==> src/logic/ext_bus_pkg.sv <==
// package: register map, field layouts, states and carriers of the external bus timing block
package ext_bus_pkg;

	localparam int REGIONS = 2;

	// ----------------------------------------------------------------
	// register byte offsets
	// ----------------------------------------------------------------
	localparam logic [7:0] ADR_MODE = 8'h00;
	localparam logic [7:0] ADR_IRQ_STAT = 8'h04;
	localparam logic [7:0] ADR_IRQ_MASK = 8'h08;
	localparam logic [7:0] ADR_STATE = 8'h0C;
	localparam logic [7:0] ADR_AREA0 = 8'h10;
	localparam logic [7:0] ADR_CTRL0 = 8'h18;
	localparam logic [7:0] REGION_STRIDE = 8'h04;

	// ----------------------------------------------------------------
	// reset values and writable bits
	// ----------------------------------------------------------------
	localparam logic [31:0] MODE_RESET = 32'h0000_0000;
	localparam logic [31:0] MODE_WMASK = 32'h0000_0007;
	localparam logic [31:0] AREA_RESET = 32'h0000_0000;
	localparam logic [31:0] AREA_WMASK = 32'hFFFF_00FF;
	localparam logic [31:0] CTRL_RESET = 32'h4915_0200;
	localparam logic [31:0] CTRL_WMASK = 32'hFF3F_1F0F;

	// mode register fields
	localparam int MODE_SEPARATE_BIT = 0;
	localparam int MULT_LSB = 1;

	// interrupt status bits
	localparam int IRQ_W = 2;
	localparam int IRQ_DONE = 0;
	localparam int IRQ_FAULT = 1;

	// external window: address bits 31:25 must match this tag
	localparam logic [6:0] EXT_WINDOW_TAG = 7'h30;

	localparam logic [1:0] WIDTH_8 = 2'h0;
	localparam logic [1:0] WIDTH_16 = 2'h1;

	// ----------------------------------------------------------------
	// types
	// ----------------------------------------------------------------
	typedef struct packed {
		logic [1:0] select_recovery_cycles;
		logic [2:0] write_recovery_cycles;
		logic [2:0] read_recovery_cycles;
		logic [1:0] rsv_a;
		logic [1:0] latch_wait_cycles;
		logic [1:0] write_setup_cycles;
		logic [1:0] read_setup_cycles;
		logic [2:0] rsv_b;
		logic [4:0] inserted_wait_states;
		logic [3:0] rsv_c;
		logic rsv_zero;
		logic [1:0] bus_width_select;
		logic region_enable;
	} cs_ctrl_t;

	typedef struct packed {
		logic [7:0] fixed_top;
		logic [7:0] region_base;
		logic [7:0] rsv;
		logic [7:0] region_size;
	} area_t;

	typedef struct packed {
		logic valid;
		logic we;
		logic [31:0] addr;
		logic [15:0] wdata;
	} access_t;

	typedef enum logic [6:0] {
		PH_IDLE = 7'h01,
		PH_ALE = 7'h02,
		PH_SETUP = 7'h04,
		PH_STROBE = 7'h08,
		PH_RECOV = 7'h10,
		PH_CSREC = 7'h20,
		PH_DONE = 7'h40
	} phase_t;

	typedef struct packed {
		phase_t phase;
		logic [6:0] cnt;
		logic [6:0] slen;
		logic sel;
		logic we;
		logic mux;
		logic [23:0] addr;
		logic [15:0] wdata;
		logic [31:0] mode;
		area_t [REGIONS-1:0] area;
		cs_ctrl_t [REGIONS-1:0] ctrl;
		logic [IRQ_W-1:0] irq_stat;
		logic [IRQ_W-1:0] irq_mask;
		logic irq;
		logic wb_ack;
		logic [31:0] wb_dat;
		logic [REGIONS-1:0] cs_n;
		logic rd_n;
		logic wr_n;
		logic ale;
		logic [15:0] ad;
		logic ad_oe;
		logic acc_ack;
		logic acc_fault;
		logic [15:0] acc_rdata;
		logic [2:0][15:0] sync;
		logic [15:0] din;
	} state_t;

endpackage

==> src/logic/ext_bus_cs_timing.sv <==
// external memory bus controller: region decode, chip-select timing, register slave
//
// Summary of operation
// - chip-select recovery from bits 31-30: none, 1, 2 or 4 cycles
// - write recovery from bits 29-27: 0 to 6 cycles, code 7 gives 8
// - read recovery from bits 26-24, same coding as write recovery
// - multiplexed bus adds latch wait from bits 21-20: 0, 1, 2 or 4
// - write setup before write strobe from bits 19-18: 0, 1, 2 or 4
// - read setup before read strobe from bits 17-16: 0, 1, 2 or 4
// - strobe carries binary count of internal waits from bits 12-8
// - bits 2-1 pick 8-bit (00) or 16-bit (01) data bus; others forbidden
// - region chip select asserts only when its enable bit 0 is one
// - global multiplier scales setup, wait and recovery by 1, 2 or 4
// - mode bit picks multiplexed (0) or separate (1) bus; stable during access
// - regions decode address 23:16 by base and size; region 0 wins overlap
// - access outside external window faults and runs no external cycle
//
// Design decisions made here: the register offsets and the Wishbone register port.
`timescale 1ns/1ns
module ext_bus_cs_timing (
	input wire logic clk_i,
	input wire logic rst_i,
	input wire logic wb_cyc_i,
	input wire logic wb_stb_i,
	input wire logic wb_we_i,
	input wire logic [7:0] wb_adr_i,
	input wire logic [3:0] wb_sel_i,
	input wire logic [31:0] wb_dat_i,
	output logic [31:0] wb_dat_o,
	output logic wb_ack_o,
	output logic irq_o,
	input wire ext_bus_pkg::access_t acc_i,
	output logic acc_ack_o,
	output logic acc_fault_o,
	output logic [15:0] acc_rdata_o,
	output logic [23:0] ext_addr_o,
	output logic [15:0] ext_ad_o,
	output logic ext_ad_oe_o,
	input wire logic [15:0] ext_ad_i,
	output logic ext_ale_o,
	output logic ext_rd_n_o,
	output logic ext_wr_n_o,
	output logic [ext_bus_pkg::REGIONS-1:0] region_select_n_o
);

	ext_bus_pkg::state_t s_ff;
	ext_bus_pkg::state_t nxt_s;
	logic [ext_bus_pkg::REGIONS-1:0] hit;

	// ----------------------------------------------------------------
	// cycle-count decoding
	// ----------------------------------------------------------------
	function automatic logic [6:0] dec2(input logic [1:0] code);
		return (code == 2'h3) ? 7'h04 : {5'h00, code};
	endfunction

	function automatic logic [6:0] dec3(input logic [2:0] code);
		return (code == 3'h7) ? 7'h08 : {4'h0, code};
	endfunction

	// code 11 is forbidden; it is treated as quadruple
	function automatic logic [6:0] scale(input logic [6:0] n, input logic [1:0] m);
		return m[1] ? 7'(n << 2) : (m[0] ? 7'(n << 1) : n);
	endfunction

	// zero-length phases are skipped, so a chain of "none" settings costs no cycle
	function automatic logic [13:0] enter_csrec(input ext_bus_pkg::cs_ctrl_t c, input logic [1:0] m);
		logic [6:0] n;
		n = scale(dec2(c.select_recovery_cycles), m);
		return (n != 7'h00) ? {ext_bus_pkg::PH_CSREC, 7'(n - 7'h01)} : {ext_bus_pkg::PH_DONE, 7'h00};
	endfunction

	function automatic logic [13:0] enter_recov(input ext_bus_pkg::cs_ctrl_t c, input logic we,
			input logic [1:0] m);
		logic [6:0] n;
		n = scale(we ? dec3(c.write_recovery_cycles) : dec3(c.read_recovery_cycles), m);
		return (n != 7'h00) ? {ext_bus_pkg::PH_RECOV, 7'(n - 7'h01)} : enter_csrec(c, m);
	endfunction

	function automatic logic [13:0] enter_setup(input ext_bus_pkg::cs_ctrl_t c, input logic we,
			input logic [1:0] m);
		logic [6:0] n;
		n = scale(we ? dec2(c.write_setup_cycles) : dec2(c.read_setup_cycles), m);
		return (n != 7'h00) ? {ext_bus_pkg::PH_SETUP, 7'(n - 7'h01)}
			: {ext_bus_pkg::PH_STROBE, scale({2'h0, c.inserted_wait_states}, m)};
	endfunction

	// ----------------------------------------------------------------
	// region decode
	// ----------------------------------------------------------------
	for (genvar g = 0; g < ext_bus_pkg::REGIONS; g++) begin : g_hit
		assign hit[g] = s_ff.ctrl[g].region_enable &&
			(((acc_i.addr[23:16] ^ s_ff.area[g].region_base)
			& ~(8'hFF >> s_ff.area[g].region_size)) == 8'h00);
	end

	// ----------------------------------------------------------------
	// next state
	// ----------------------------------------------------------------
	always_comb begin
		ext_bus_pkg::cs_ctrl_t c;
		logic [31:0] wm;
		logic [31:0] rdv;
		logic [ext_bus_pkg::IRQ_W-1:0] clr;
		logic [ext_bus_pkg::IRQ_W-1:0] ev;
		logic [1:0] m;
		logic nsel;
		logic active;
		logic [13:0] nx;
		nxt_s = s_ff;
		active = 1'b0;
		nx = '0;
		wm = {{8{wb_sel_i[3]}}, {8{wb_sel_i[2]}}, {8{wb_sel_i[1]}}, {8{wb_sel_i[0]}}};
		rdv = 32'h0000_0000;
		clr = '0;
		ev = '0;
		m = s_ff.mode[ext_bus_pkg::MULT_LSB +: 2];
		nsel = !hit[0];
		c = s_ff.ctrl[s_ff.sel];
		nxt_s.wb_ack = 1'b0;
		nxt_s.acc_ack = 1'b0;
		nxt_s.acc_fault = 1'b0;

		// pin data: three stages, a change is taken once stages two and three agree
		nxt_s.sync = {s_ff.sync[1:0], ext_ad_i};
		if (s_ff.sync[1] == s_ff.sync[2]) begin
			nxt_s.din = s_ff.sync[2];
		end

		// register slave: one wait state, unmapped offsets read zero and ignore writes
		case (wb_adr_i)
			ext_bus_pkg::ADR_MODE: rdv = s_ff.mode;
			ext_bus_pkg::ADR_IRQ_STAT: rdv = 32'(s_ff.irq_stat);
			ext_bus_pkg::ADR_IRQ_MASK: rdv = 32'(s_ff.irq_mask);
			ext_bus_pkg::ADR_STATE: rdv = 32'(s_ff.phase);
			default: rdv = 32'h0000_0000;
		endcase
		for (int i = 0; i < ext_bus_pkg::REGIONS; i++) begin
			if (wb_adr_i == 8'(int'(ext_bus_pkg::ADR_AREA0) + i * int'(ext_bus_pkg::REGION_STRIDE))) begin
				rdv = s_ff.area[i] & ext_bus_pkg::AREA_WMASK;
			end
			if (wb_adr_i == 8'(int'(ext_bus_pkg::ADR_CTRL0) + i * int'(ext_bus_pkg::REGION_STRIDE))) begin
				rdv = s_ff.ctrl[i] & ext_bus_pkg::CTRL_WMASK;
			end
		end
		if (wb_cyc_i && wb_stb_i && !s_ff.wb_ack) begin
			nxt_s.wb_ack = 1'b1;
			nxt_s.wb_dat = rdv;
			if (wb_we_i) begin
				case (wb_adr_i)
					ext_bus_pkg::ADR_MODE: begin
						// software must not flip the mode mid-access; the access latches only the bus-mode bit, the multiplier is read live
						nxt_s.mode = (s_ff.mode & ~(wm & ext_bus_pkg::MODE_WMASK))
							| (wb_dat_i & wm & ext_bus_pkg::MODE_WMASK);
					end
					ext_bus_pkg::ADR_IRQ_STAT: clr = wb_dat_i[ext_bus_pkg::IRQ_W-1:0] & wm[ext_bus_pkg::IRQ_W-1:0];
					ext_bus_pkg::ADR_IRQ_MASK: begin
						nxt_s.irq_mask = (s_ff.irq_mask & ~wm[ext_bus_pkg::IRQ_W-1:0])
							| (wb_dat_i[ext_bus_pkg::IRQ_W-1:0] & wm[ext_bus_pkg::IRQ_W-1:0]);
					end
					default: begin
					end
				endcase
				for (int i = 0; i < ext_bus_pkg::REGIONS; i++) begin
					if (wb_adr_i == 8'(int'(ext_bus_pkg::ADR_AREA0) + i * int'(ext_bus_pkg::REGION_STRIDE))) begin
						nxt_s.area[i] = (s_ff.area[i] & ~(wm & ext_bus_pkg::AREA_WMASK))
							| (wb_dat_i & wm & ext_bus_pkg::AREA_WMASK);
					end
					if (wb_adr_i == 8'(int'(ext_bus_pkg::ADR_CTRL0) + i * int'(ext_bus_pkg::REGION_STRIDE))) begin
						nxt_s.ctrl[i] = (s_ff.ctrl[i] & ~(wm & ext_bus_pkg::CTRL_WMASK))
							| (wb_dat_i & wm & ext_bus_pkg::CTRL_WMASK);
					end
				end
			end
		end

		// access sequencer
		case (s_ff.phase)
			ext_bus_pkg::PH_IDLE: begin
				if (acc_i.valid && !s_ff.acc_ack && !s_ff.acc_fault) begin
					if (acc_i.addr[31:25] != ext_bus_pkg::EXT_WINDOW_TAG || hit == '0) begin
						nxt_s.acc_fault = 1'b1;
						ev[ext_bus_pkg::IRQ_FAULT] = 1'b1;
					end else begin
						nxt_s.sel = nsel;
						nxt_s.we = acc_i.we;
						nxt_s.addr = acc_i.addr[23:0];
						nxt_s.wdata = acc_i.wdata;
						nxt_s.mux = !s_ff.mode[ext_bus_pkg::MODE_SEPARATE_BIT];
						if (nxt_s.mux) begin
							nxt_s.phase = ext_bus_pkg::PH_ALE;
							nxt_s.cnt = scale(dec2(s_ff.ctrl[nsel].latch_wait_cycles), m);
						end else begin
							nx = enter_setup(s_ff.ctrl[nsel], acc_i.we, m);
							nxt_s.phase = ext_bus_pkg::phase_t'(nx[13:7]);
							nxt_s.cnt = nx[6:0];
						end
					end
				end
			end
			ext_bus_pkg::PH_ALE: begin
				if (s_ff.cnt != 7'h00) begin
					nxt_s.cnt = 7'(s_ff.cnt - 7'h01);
				end else begin
					nx = enter_setup(c, s_ff.we, m);
					nxt_s.phase = ext_bus_pkg::phase_t'(nx[13:7]);
					nxt_s.cnt = nx[6:0];
				end
			end
			ext_bus_pkg::PH_SETUP: begin
				if (s_ff.cnt != 7'h00) begin
					nxt_s.cnt = 7'(s_ff.cnt - 7'h01);
				end else begin
					nxt_s.phase = ext_bus_pkg::PH_STROBE;
					nxt_s.cnt = scale({2'h0, c.inserted_wait_states}, m);
				end
			end
			ext_bus_pkg::PH_STROBE: begin
				if (s_ff.cnt != 7'h00) begin
					nxt_s.cnt = 7'(s_ff.cnt - 7'h01);
				end else begin
					// read data is the filtered pin value, about four cycles old
					nxt_s.acc_rdata = (c.bus_width_select == ext_bus_pkg::WIDTH_8)
						? {8'h00, s_ff.din[7:0]} : s_ff.din;
					nx = enter_recov(c, s_ff.we, m);
					nxt_s.phase = ext_bus_pkg::phase_t'(nx[13:7]);
					nxt_s.cnt = nx[6:0];
				end
			end
			ext_bus_pkg::PH_RECOV: begin
				if (s_ff.cnt != 7'h00) begin
					nxt_s.cnt = 7'(s_ff.cnt - 7'h01);
				end else begin
					nx = enter_csrec(c, m);
					nxt_s.phase = ext_bus_pkg::phase_t'(nx[13:7]);
					nxt_s.cnt = nx[6:0];
				end
			end
			ext_bus_pkg::PH_CSREC: begin
				if (s_ff.cnt != 7'h00) begin
					nxt_s.cnt = 7'(s_ff.cnt - 7'h01);
				end else begin
					nxt_s.phase = ext_bus_pkg::PH_DONE;
				end
			end
			ext_bus_pkg::PH_DONE: begin
				nxt_s.acc_ack = 1'b1;
				ev[ext_bus_pkg::IRQ_DONE] = 1'b1;
				nxt_s.phase = ext_bus_pkg::PH_IDLE;
			end
			default: begin
				nxt_s.phase = ext_bus_pkg::PH_IDLE;
			end
		endcase

		// pins follow the next phase so that every pin leaves a flip-flop
		active = (nxt_s.phase == ext_bus_pkg::PH_ALE) || (nxt_s.phase == ext_bus_pkg::PH_SETUP)
			|| (nxt_s.phase == ext_bus_pkg::PH_STROBE) || (nxt_s.phase == ext_bus_pkg::PH_RECOV);
		nxt_s.cs_n = active ? ~(2'b01 << nxt_s.sel) : 2'b11;
		nxt_s.ale = (nxt_s.phase == ext_bus_pkg::PH_ALE);
		nxt_s.rd_n = !((nxt_s.phase == ext_bus_pkg::PH_STROBE) && !nxt_s.we);
		nxt_s.wr_n = !((nxt_s.phase == ext_bus_pkg::PH_STROBE) && nxt_s.we);
		nxt_s.ad_oe = nxt_s.ale || (active && nxt_s.we);
		if (nxt_s.ale) begin
			nxt_s.ad = nxt_s.addr[15:0];
		end else if (s_ff.ctrl[nxt_s.sel].bus_width_select == ext_bus_pkg::WIDTH_8) begin
			nxt_s.ad = {8'h00, nxt_s.wdata[7:0]};
		end else begin
			nxt_s.ad = nxt_s.wdata;
		end
		nxt_s.slen = (nxt_s.phase == ext_bus_pkg::PH_STROBE) ? 7'(s_ff.slen + 7'h01) : 7'h00;

		// a new event beats a clear in the same cycle
		nxt_s.irq_stat = (s_ff.irq_stat & ~clr) | ev;
		nxt_s.irq = |(nxt_s.irq_stat & nxt_s.irq_mask);
	end

	always_ff @(posedge clk_i) begin
		if (rst_i) begin
			s_ff <= '0;
			s_ff.phase <= ext_bus_pkg::PH_IDLE;
			s_ff.mode <= ext_bus_pkg::MODE_RESET;
			s_ff.area <= {ext_bus_pkg::REGIONS{ext_bus_pkg::AREA_RESET}};
			s_ff.ctrl <= {ext_bus_pkg::REGIONS{ext_bus_pkg::CTRL_RESET}};
			s_ff.cs_n <= 2'b11;
			s_ff.rd_n <= 1'b1;
			s_ff.wr_n <= 1'b1;
		end else begin
			s_ff <= nxt_s;
		end
	end

	assign wb_dat_o = s_ff.wb_dat;
	assign wb_ack_o = s_ff.wb_ack;
	assign irq_o = s_ff.irq;
	assign acc_ack_o = s_ff.acc_ack;
	assign acc_fault_o = s_ff.acc_fault;
	assign acc_rdata_o = s_ff.acc_rdata;
	assign ext_addr_o = s_ff.addr;
	assign ext_ad_o = s_ff.ad;
	assign ext_ad_oe_o = s_ff.ad_oe;
	assign ext_ale_o = s_ff.ale;
	assign ext_rd_n_o = s_ff.rd_n;
	assign ext_wr_n_o = s_ff.wr_n;
	assign region_select_n_o = s_ff.cs_n;

	function automatic ext_bus_pkg::cs_ctrl_t c_sel();
		return s_ff.ctrl[s_ff.sel];
	endfunction
endmodule // ext_bus_cs_timing

==> config.mk <==
export PLATFORM = sky130hd
export DESIGN_NAME = ext_bus_cs_timing
export DESIGN_NICKNAME = d
export VERILOG_FILES = /design/src/logic/ext_bus_pkg.sv /design/src/logic/ext_bus_cs_timing.sv
export SDC_FILE = /design/constraint.sdc
export NUM_CORES = 1
export LEC_CHECK = 0
export BUFFER_PORTS_ARGS = -buffer_cell sky130_fd_sc_hd__buf_2
export CAP_MARGIN = 20
export CORE_MARGIN = 10
export CORE_UTILIZATION = 25
export DETAILED_ROUTE_END_ITERATION = 8
export HOLD_SLACK_MARGIN = 0.15
export MAX_ROUTING_LAYER = met4
export PLACE_DENSITY = 0.51
export REMOVE_ABC_BUFFERS = 1
export SKIP_LAST_GASP = 1
export SLEW_MARGIN = 20
export SYNTH_ARGS = -nofsm -noshare
export SYNTH_HDL_FRONTEND = slang
export SYNTH_SLANG_ARGS = --single-unit
==> constraint.sdc <==
create_clock -name clk_i -period 3.95 [get_ports clk_i]
set_clock_uncertainty 0.05 [all_clocks]
set_input_delay 0.79 -clock clk_i [delete_from_list [all_inputs] [get_ports clk_i]]
set_output_delay 0.79 -clock clk_i [all_outputs]
set_load 0.05 [all_outputs]
**Word level (Yosys, flattened, before mapping)**

Index checks and enable logic that the tools add are counted.

- Add/subtract/negate cells: 5
- Reduce and logical (&&, ||, !) cells: 44
- Mux-type cells: 72
- $lt $le $gt $ge: 3
- Shift-type cells: 3
- Equality and inequality tests: 31
- Bitwise operators: 32

Operator list:

| kind | count |
|---|---|
| AND 32 bit | 6 |
| two-way mux 32 bit | 6 |
| two-way mux 43 bit | 3 |
| OR 32 bit | 4 |
| one-hot mux 32 bit (4 select lines) | 1 |
| two-way mux 7 bit | 12 |
| one-hot mux 7 bit (6 select lines) | 2 |
| NOT 32 bit | 2 |
| two-way mux 14 bit | 4 |
| two-way mux 16 bit | 3 |
| two-way mux 22 bit | 2 |
| nonzero test 7 bit | 5 |
| two-way mux 11 bit | 3 |
| two-way mux 33 bit | 1 |
| equality test 8 x 5 -> 1 bit (second input constant) | 4 |
| NOT 3 -> 32 bit | 1 |
| OR 32 x 3 -> 32 bit | 1 |
| two-way mux 3 bit | 10 |
| two-way mux 4 bit | 7 |
| two-way mux 5 bit | 5 |
| zero test 8 bit | 3 |
| two-way mux 6 bit | 3 |
| AND reduction 3 bit | 6 |
| subtractor 5 x 1 -> 6 bit (second input constant) | 3 |
| 36 further kinds | 93 |

- Flip-flop bits (word level): 359
- Input port bits: 115
- Output and inout bits: 98
- Word-level logic and storage cells: 251

**Depth between registers and ports, before layout**

Gate-level depths: netlist (run 1).

- Depth in word-level cells: 25
- Mapped depth: 17
- Gate-level depth less buffers: 16

**Worst setup path before layout (run 1)**

No wires, ideal clock.

- Path type: input to register
- Start: in acc_i[35] in the netlist's numbering
- End: reg s_ff[353] in the netlist's numbering
- Stages: 15
- Arrival: 3.939 ns
- Setup slack: -0.175 ns
- Library setup time: 0.136 ns
- Required time: 3.764 ns
- Path buffers: 1
- Path through: xor2_1 or4b_2 a2111oi_4 o21ai_2 buf_6 mux2i_1 nand2_1 o21ai_0 nand2_1 ha_1 and3_1 mux2i_1 nor3_1 a2111oi_0 a211oi_1

- Word-level cells in the longest chain between the ends: 17
- Elaborated cells between the ends (all ways): 34
- Classes of those cells: 1 x add/sub; 4 x eq/ne; 17 x mux; 4 x bitwise; 8 x reduce/logical

Ends and longest elaborated chain:

| item | RTL line | text |
|---|---|---|
| start: declaration | ext_bus_cs_timing.sv:32 | `input wire ext_bus_pkg::access_t acc_i,` |
| bitwise XOR 8 bit | ext_bus_cs_timing.sv:93 | `(((acc_i.addr[23:16] ^ s_ff.area[g].region_base)` |
| AND 8 bit | ext_bus_cs_timing.sv:94 | `& ~(8'hFF >> s_ff.area[g].region_size)) == 8'h00);` |
| zero test 8 bit | ext_bus_cs_timing.sv:93 |  |
| logical AND 1 bit | ext_bus_cs_timing.sv:92 | `assign hit[g] = s_ff.ctrl[g].region_enable &&` |
| two-way mux 22 bit (not written as such) (2 in a row) | ext_bus_cs_timing.sv:194 | `nx = enter_setup(s_ff.ctrl[nsel], acc_i.we, m);` |
| equality test 2 bit | ext_bus_cs_timing.sv:54 | `return (code == 2'h3) ? 7'h04 : {5'h00, code};` |
| two-way mux 3 bit | ext_bus_cs_timing.sv:54 |  |
| two-way mux 3 bit | ext_bus_cs_timing.sv:83 | `n = scale(we ? dec2(c.write_setup_cycles) : dec2(c.read_setup_cycles), m);` |
| two-way mux 4 bit | ext_bus_cs_timing.sv:63 | `return m[1] ? 7'(n << 2) : (m[0] ? 7'(n << 1) : n);` |
| two-way mux 5 bit | ext_bus_cs_timing.sv:63 |  |
| subtractor 5 x 1 -> 6 bit / nonzero test 7 bit (equally long branches) | ext_bus_cs_timing.sv:84 | `return (n != 7'h00) ? {ext_bus_pkg::PH_SETUP, 7'(n - 7'h01)}` |
| two-way mux 11 bit | ext_bus_cs_timing.sv:84 |  |
| two-way mux 11 bit | ext_bus_cs_timing.sv:190 | `if (nxt_s.mux) begin` |
| two-way mux 14 bit | ext_bus_cs_timing.sv:181 | `if (acc_i.addr[31:25] != ext_bus_pkg::EXT_WINDOW_TAG \|\| hit == '0) begin` |
| two-way mux 14 bit | ext_bus_cs_timing.sv:180 | `if (acc_i.valid && !s_ff.acc_ack && !s_ff.acc_fault) begin` |
| one-hot mux 7 bit (6 select lines) | ext_bus_cs_timing.sv:178 | `case (s_ff.phase)` |
| end signal: assignment | ext_bus_cs_timing.sv:289 | `s_ff <= nxt_s;` |
| end: declaration | ext_bus_cs_timing.sv:46 | `ext_bus_pkg::state_t s_ff;` |

Parallel ways exist; a longest one is shown, timed or not. The select of a mux whose other input is x is not followed.
A chain may end at the register's enable or synchronous reset.

**Final worst setup path (run 1)**

- Start: reg s_ff[344] in the netlist's numbering
- End: reg s_ff, in the netlist ext_ad_oe_o

- Word-level cells in the longest chain between the ends: 17
- Elaborated cells between the ends (all ways): 39
- Classes of those cells: 9 x eq/ne; 22 x mux; 8 x reduce/logical

Ends and longest elaborated chain:

| item | RTL line | text |
|---|---|---|
| two-way mux 32 bit (not written as such) * (2 in a row) | ext_bus_cs_timing.sv:119 | `c = s_ff.ctrl[s_ff.sel];` |
| equality test 3 bit / equality test 2 bit (equally long branches) | ext_bus_cs_timing.sv:58, ext_bus_cs_timing.sv:54 |  |
| two-way mux 4 bit / two-way mux 3 bit (equally long branches) | ext_bus_cs_timing.sv:58, ext_bus_cs_timing.sv:54 |  |
| two-way mux 4 bit (tied with other cells) | ext_bus_cs_timing.sv:76 | `n = scale(we ? dec3(c.write_recovery_cycles) : dec3(c.read_recovery_cycles), m);` |
| two-way mux 5 bit / two-way mux 4 bit (equally long branches) | ext_bus_cs_timing.sv:63 |  |
| two-way mux 6 bit (tied with other cells) | ext_bus_cs_timing.sv:63 |  |
| nonzero test 7 bit (tied with other cells) | ext_bus_cs_timing.sv:77 | `return (n != 7'h00) ? {ext_bus_pkg::PH_RECOV, 7'(n - 7'h01)} : enter_csrec(c, m);` |
| two-way mux 14 bit / two-way mux 11 bit (equally long branches) | ext_bus_cs_timing.sv:77, ext_bus_cs_timing.sv:84 |  |
| two-way mux 7 bit, on equally long branches | ext_bus_cs_timing.sv:219, ext_bus_cs_timing.sv:202 |  |
| one-hot mux 7 bit (6 select lines) * | ext_bus_cs_timing.sv:178 |  |
| equality test 7 x 2 -> 1 bit / equality test 7 x 3 -> 1 bit (equally long branches) | ext_bus_cs_timing.sv:257, ext_bus_cs_timing.sv:260 |  |
| logical OR 1 bit | ext_bus_cs_timing.sv:257 | `active = (nxt_s.phase == ext_bus_pkg::PH_ALE) \|\| (nxt_s.phase == ext_bus_pkg::PH_SETUP)` |
| logical OR 1 bit (2 in a row) | ext_bus_cs_timing.sv:258 | `\|\| (nxt_s.phase == ext_bus_pkg::PH_STROBE) \|\| (nxt_s.phase == ext_bus_pkg::PH_RECOV);` |
| logical AND 1 bit | ext_bus_cs_timing.sv:263 | `nxt_s.ad_oe = nxt_s.ale \|\| (active && nxt_s.we);` |
| logical OR 1 bit * | ext_bus_cs_timing.sv:263 |  |

Mark *: on every way between the ends. The rest lies on a longest branch, timed or not. The select of a mux whose other input is x is not followed.

==> summary.md, run 1 <==
| Metric | Value |
|---|---|
| Final WS setup | 0.198 ns |
| Design area | 0.0174 sq mm |
| Top FF cell, synth | dfxtp_1 |
| Type of the most critical hold path | reg2reg |
| Slew headroom | 33.3% |
| Die height | 259 um |
| I/O pin total | 213 |
| Largest family of logic cells by synthesized area | simple AND/OR/NAND/NOR gates |
| DRT iter0 DRCs | 921 |
| Vias after detailed routing | 13300 |
| Switching pwr | 1.61 mW |
| Post-synthesis compound-gate area fraction | 18.3% |
| RD Place Congestion | 0.950 |
| Vias in the first global route | 13000 |
| Cells on worst reg2reg path | 15 |
| Setup crit start kind | register |
| Post-synth ARST share | 0% |
| First-pass GRT wire length | 78600 um |
| DRC | 0 |
| Initial Utilization | 25.3% |
| Simple-Gate Fraction of Synth Area | 21.5% |
| Power Density | 394 mW/mm^2 |
| DR vias/cell | 5.00 |
| Die area | 0.0673 sq mm |
| Synth Instances | 1711 |
| Switching Fraction | 23.4% |
| WHS Endpoint | nxt_s[49] |
| Cell variety after synth | 82 |
| Layout cells sized above 1 | 22.1% |
| Worst hold slack | 0.367 ns |
| Placed insts | 2583 |
| Internal power | 5.26 mW |
| Post-DP Area | 0.0161 sq mm |
| Layout area overhead | 21.5% |
| YS warnings | 0 |
| DP Worst Slack | -0.535 ns |
| Pin count of the biggest net entering global routing | 93 |
| Root Buffer | clkbuf_16 |
| Mapped Area | 0.0143 sq mm |
| Worst reg2reg path startpoint | s_ff[344] |
| Clk buf depth | 3 |
| Worst Path Max Fanout | 27 |
| Clock Pin Slew Worst Setup and Hold Paths | 0.06 ns |
| Max VDD drop | 0.244 mV |
| Clk_lat worst skew | 0.55 ns |
| Seq pwr share | 43.8% |
| Maximum operating frequency | 267 MHz |
| Hold wc startpoint | nxt_s[33] |
| # H-tree levels | 2 |
| Status | complete, no violations |
| Cts bufs inserted | 36 |
| Synth Area in Adders | 0.524% |
| Number of max-cap violations | 0 |
| Max-slew violations | 0 |
| Endpoints failing setup | 0 |
| Portion of netlist area occupied by mux cells | 8.34% |
| Non-filler instance count after layout | 2652 |
| Static leakage | 6.92 nW |
| Comb pwr share | 5.6% |
| Post-synth EDFFs | 0 |
| FF-to-FF setup slack | 0.20 ns |
| Crit Path Class | reg2reg |
| Critical Path RT | 4.31 ns |
| CTS tree | built |
| Wire per inst | 19.5 um |
| Synth Register Bits | 292 |
| Least-Margin Pin Slew | 0.990 ns |
| Port Buf Inserts | 205 |
| Power, Total | 6.86 mW |
| Post-layout minimum cycle time | 3.75 ns |
| Routed Antenna Nets | 0 |
| Cell row count | 87 |
| Nets | 1989 |
| Syn_area_per_cell | 8.38 sq um |
| Initial antenna violation count | 1 |
| Xor and xnor area share after synthesis | 2.63% |
| Post-CTS Hold Buffers | 0 |
| HPWL after DPL | 39000 um |
| Final hold vios | 0 |
| Sink Count | 292 |
| Clk pwr share | 50.6% |
| RR Endpoint | ext_ad_oe_o |
| Register area share after synthesis | 40.8% |
| Core box area | 0.0566 sq mm |
| Die width | 259 um |
| GRT Overall Usage | 15.3% |
| Arrival time worst endpoint | 4.11 ns |
| Total grt overflow | 0 |
| Hold Path Cell Cnt | 1 |
| Fin crit share | 95.0% |
| Pre-antenna DRT Iters | 7 |
| Crit end category | register |
| Total Wirelength | 51700 um |
==> repair_timing <==
item | 4_1_cts | 5_1_grt
cloned | 0 | 0
buffers inserted | 0 | 3
setup endpoints to repair | 1 | 13
pin swaps | 0 | 3
resized for setup | 1 | 11
==> synth_stat cells (10+ instances only) <==
cell type	count	area share, %
a22oi_1	20	1.0
a211oi_1	34	1.8
inv_1	16	0.42
nand3_1	46	1.6
nor4_1	14	0.61
buf_4	90	4.7
buf_1	11	0.29
mux2i_1	88	6.1
nor2_1	158	4.1
nand2_1	280	7.3
nand3b_1	11	0.58
a22o_1	21	1.3
a222oi_1	15	1.0
nand4_1	10	0.44
mux2_2	14	1.1
xor2_1	34	2.1
o21ai_0	37	1.3
nor3_1	19	0.66
o211ai_1	16	0.84
dfxtp_1	292	41
a311oi_1	11	0.67
and3_1	12	0.52
nand2b_1	14	0.61
nor2b_1	52	2.3
a21oi_1	127	4.4
clkbuf_1	83	2.2
==> metrics by stage <==
stage / setup TNS, ns / utilization, %
3_3_place_gp: -3.71 / 28.4
4_1_cts: 0 / 30.6
5_1_grt: -0.00250 / 30.8
2_1_floorplan: -26.34 / -
6_report: 0 / 30.8
3_5_place_dp: -3.87 / 28.4
==> layer usage <==
layer / vias up / global-route usage [%] / part of all wire, %
met3: 77 / 2.84 / 5.8
met4: 0 / 4.08 / 2.2
met1: 6434 / 19.8 / 46
met2: 445 / 24.0 / 46
met5: - / - / 0
li1: 6299 / - / -
==> critical path, stage by stage, from the launching register on <==
cell and delay [ns]:
dfxtp_1 0.35, buf_12 0.19, and3_1 0.23, a211o_1 0.21, a2bb2oi_1 0.34, nand2_1 0.09
o211ai_1 0.14, ha_1 0.37, nand2_1 0.09, nor3_1 0.29, o21ai_1 0.13, buf_4 0.20
a22oi_2 0.27, nand3_1 0.13, a211oi_2 0.38, o31ai_1 0.13
==> area by class of cell <==
cell class | instances | area [sq um]
Antenna cell | 1 | 2.50
Clock buffer | 53 | 1070
Clock inverter | 12 | 188
Fill cell | 5996 | 39200
Inverter | 19 | 71.3
Multi-Input combinational cell | 1212 | 7430
Sequential cell | 292 | 5850
Tap cell | 756 | 946
Timing Repair Buffer | 307 | 1860
==> cell families (layout without fill, tap and decap cells) <==
family	after synthesis	in the layout
mux	109	109
other cells	1	4
flops	292	292
buf+inv	209	391
compound gates	383	383
xor+xnor	43	43
fa+ha+maj	6	6
simple gates	668	668
==> cells in the final DEF (no fill, tap or decap), types with 33 or more instances in the layout <==
master     count
xor2_1        34
nor2b_1       52
buf_4         97
nor2_1       157
buf_2        204
nand3_1       46
nand2_1      280
dfxtp_1      292
o21ai_0       37
a211oi_1      33
mux2i_1       88
clkbuf_16     38
a21oi_1      127
==> worst max-delay path by stage <==
| stage | startpoint | endpoint | slack, ns | depth (start not counted) |
|---|---|---|---|---|
| after floorplan | acc_i[33] | ext_ad_o[10] | -0.53 | 8 |
| after global placement | acc_i[35] | s_ff[355] | -0.56 | 17 |
| after detailed placement | acc_i[35] | s_ff[355] | -0.54 | 17 |
| after CTS | acc_i[35] | s_ff[355] | 0.06 | 17 |
| after global routing | register | s_ff[356] | -0.002 | 15 |
| final | s_ff[344] | ext_ad_oe_o | 0.20 | 15 |
==> power by group through the flow <==
stage	logic, mW	registers (mW)	clock network (mW)
2_1_floorplan	0.107	3.13	0
3_3_place_gp	0.382	3.07	0
6_report	0.387	3.01	3.47
4_1_cts	0.386	3.01	3.56
3_5_place_dp	0.385	3.07	0
5_1_grt	0.416	3.01	3.68
(Power assumes the default switching activity.)
==> inputs of run 2 (changes only) <==
Settings changed: CORE_UTILIZATION 25 to 35, CTS_BUF_LIST set to sky130_fd_sc_hd__clkbuf_2, PLACE_DENSITY 0.51 to 0.63.
==> summary.md, run 2 (synthesis results as in run 1) <==
| Metric | Value |
|---|---|
| Layout cells sized above 1 | 22.7% |
| RD Place Congestion | 0.939 |
| Clock Pin Slew Worst Setup and Hold Paths | 0.10 ns |
| Max VDD drop | 0.203 mV |
| Cells on worst reg2reg path | 14 |
| Post-layout minimum cycle time | 3.78 ns |
| Type of the most critical hold path | in2reg |
| Endpoints failing setup | 0 |
| Design area | 0.0176 sq mm |
| Max-slew violations | 0 |
| Pre-antenna DRT Iters | 8 |
| I/O pin total | 213 |
| Commonest cells after routing, fill and taps aside | dfxtp_1 (291), nand2_1 (280), buf_2 (204) |
| Routed Antenna Nets | 0 |
| Worst Path Max Fanout | 4 |
| Nets | 2128 |
| Status | complete, no violations |
| Critical Path RT | 4.76 ns |
| Non-filler instance count after layout | 2597 |
| Die height | 222 um |
| Sink Count | 292 |
| Layout area overhead | 22.5% |
| Least-Margin Pin Slew | 0.903 ns |
| Slew headroom | 39.8% |
| Power Density | 322 mW/mm^2 |
| Switching pwr | 1.62 mW |
| Clk buf depth | 3 |
| Die width | 222 um |
| Final hold vios | 0 |
| Clk_lat worst skew | 1.08 ns |
| Port Buf Inserts | 205 |
| Worst hold slack | 0.283 ns |
| Number of max-cap violations | 0 |
| Seq pwr share | 53.0% |
| Wire per inst | 19.1 um |
| Fin crit share | 95.6% |
| Cell row count | 74 |
| Crit Path Class | in2reg |
| Initial Utilization | 35.3% |
| Root Buffer | clkbuf_2 |
| Placed insts | 2350 |
| Initial antenna violation count | 5 |
| DRC | 0 |
| Clk pwr share | 38.7% |
| Arrival time worst endpoint | 4.58 ns |
| Die area | 0.0494 sq mm |
| Core box area | 0.0406 sq mm |
| Maximum operating frequency | 265 MHz |
| DRT iter0 DRCs | 1139 |
| Internal power | 4.04 mW |
| DR vias/cell | 5.30 |
| # H-tree levels | 3 |
| Total grt overflow | 0 |
| Switching Fraction | 28.7% |
| Comb pwr share | 8.2% |
| Post-DP Area | 0.0157 sq mm |
| Setup crit start kind | input port |
| Static leakage | 7.24 nW |
| Vias in the first global route | 13700 |
| GRT Overall Usage | 19.8% |
| Pin count of the biggest net entering global routing | 159 |
| Commonest non-fill, non-tap cell in the layout | dfxtp_1 |
| Cts bufs inserted | 79 |
| Crit end category | register |
| CTS tree | built |
| First-pass GRT wire length | 76900 um |
| HPWL after DPL | 35600 um |
| Vias after detailed routing | 13800 |
| Final TNS setup | 0 ns |
| Hold Path Cell Cnt | 4 |
| Total Wirelength | 49600 um |
run 2: cell count changes in the layout (fill, tap and decap cells not counted), sizes merged:
cell / before / now
dlygate4sd3: 0 / 107
clkbuf: 54 / 105
clkinv: 6 / 24
buf: 306 / 295
diode: 1 / 7
bufinv: 4 / 2
clkinvlp: 2 / 1
inv: 19 / 20
run 2: path summary, 6_finish.rpt:
path / start / endpoint / slack (ns)
max: acc_i[35] / ext_rd_n_o / 0.17
min: wb_we_i / register / 0.28
max reg2reg: register / ext_rd_n_o / 0.22
min reg2reg: nxt_s[37] / nxt_s[53] / 0.36
run 2: per-stage QoR:
step | power (mW) | setup slack, ns | utilization (%)
after detailed placement | 3.45 | -0.517 | 38.6
after global routing | 5.95 | -0.00268 | 43.2
final | 5.66 | 0.172 | 43.2
after global placement | 3.44 | -0.523 | 38.6
after floorplan | 3.24 | -0.528 | -
after CTS | 5.74 | 0.0328 | 43.0
run 2: power by group through the flow:
stage | logic [mW] | registers, mW | clock network (mW)
after CTS | 0.457 | 3.00 | 2.29
after detailed placement | 0.378 | 3.07 | 0
after global placement | 0.374 | 3.07 | 0
after floorplan | 0.107 | 3.13 | 0
final | 0.465 | 3.00 | 2.19
after global routing | 0.494 | 3.01 | 2.45
run 2: worst max-delay path, stage by stage:
cell and delay [ns]:
dlygate4sd3_1 0.55, buf_2 0.13, xor2_1 0.18, or4b_4 0.59, a2111oi_4 0.42, o21ai_2 0.15, mux2i_1 0.22, o21ai_0 0.10
nand2_1 0.10, ha_2 0.22, nor3b_2 0.28, buf_4 0.17, mux2_2 0.20, nand3_1 0.15, a21oi_1 0.25, nand2_1 0.07
run 2: final cells by class:
type	count	area [sq um]
timing repair buffer	403	2830
antenna	7	17.5
sequential	292	5850
inverter	19	71.3
clock buffer	104	520
multi-input combinational	1212	7420
clock inverter	28	191
fill	4001	23100
tap	532	666
run 2: routing by layer:
metal | up-vias | global-route usage (%) | share of wire (%)
met3 | 75 | 5.66 | 8.3
met5 | - | - | 0
li1 | 6610 | - | -
met2 | 543 | 30.2 | 45
met1 | 6535 | 24.7 | 44
met4 | 0 | 7.02 | 2.2
run 2: repair_timing:
action,4_1_cts,5_1_grt
buffers inserted,0,1
endpoints found under the hold margin,195,0
gates resized for setup,1,11
endpoints found under the setup margin,1,13
hold buffers,107,0
pin swaps,0,2
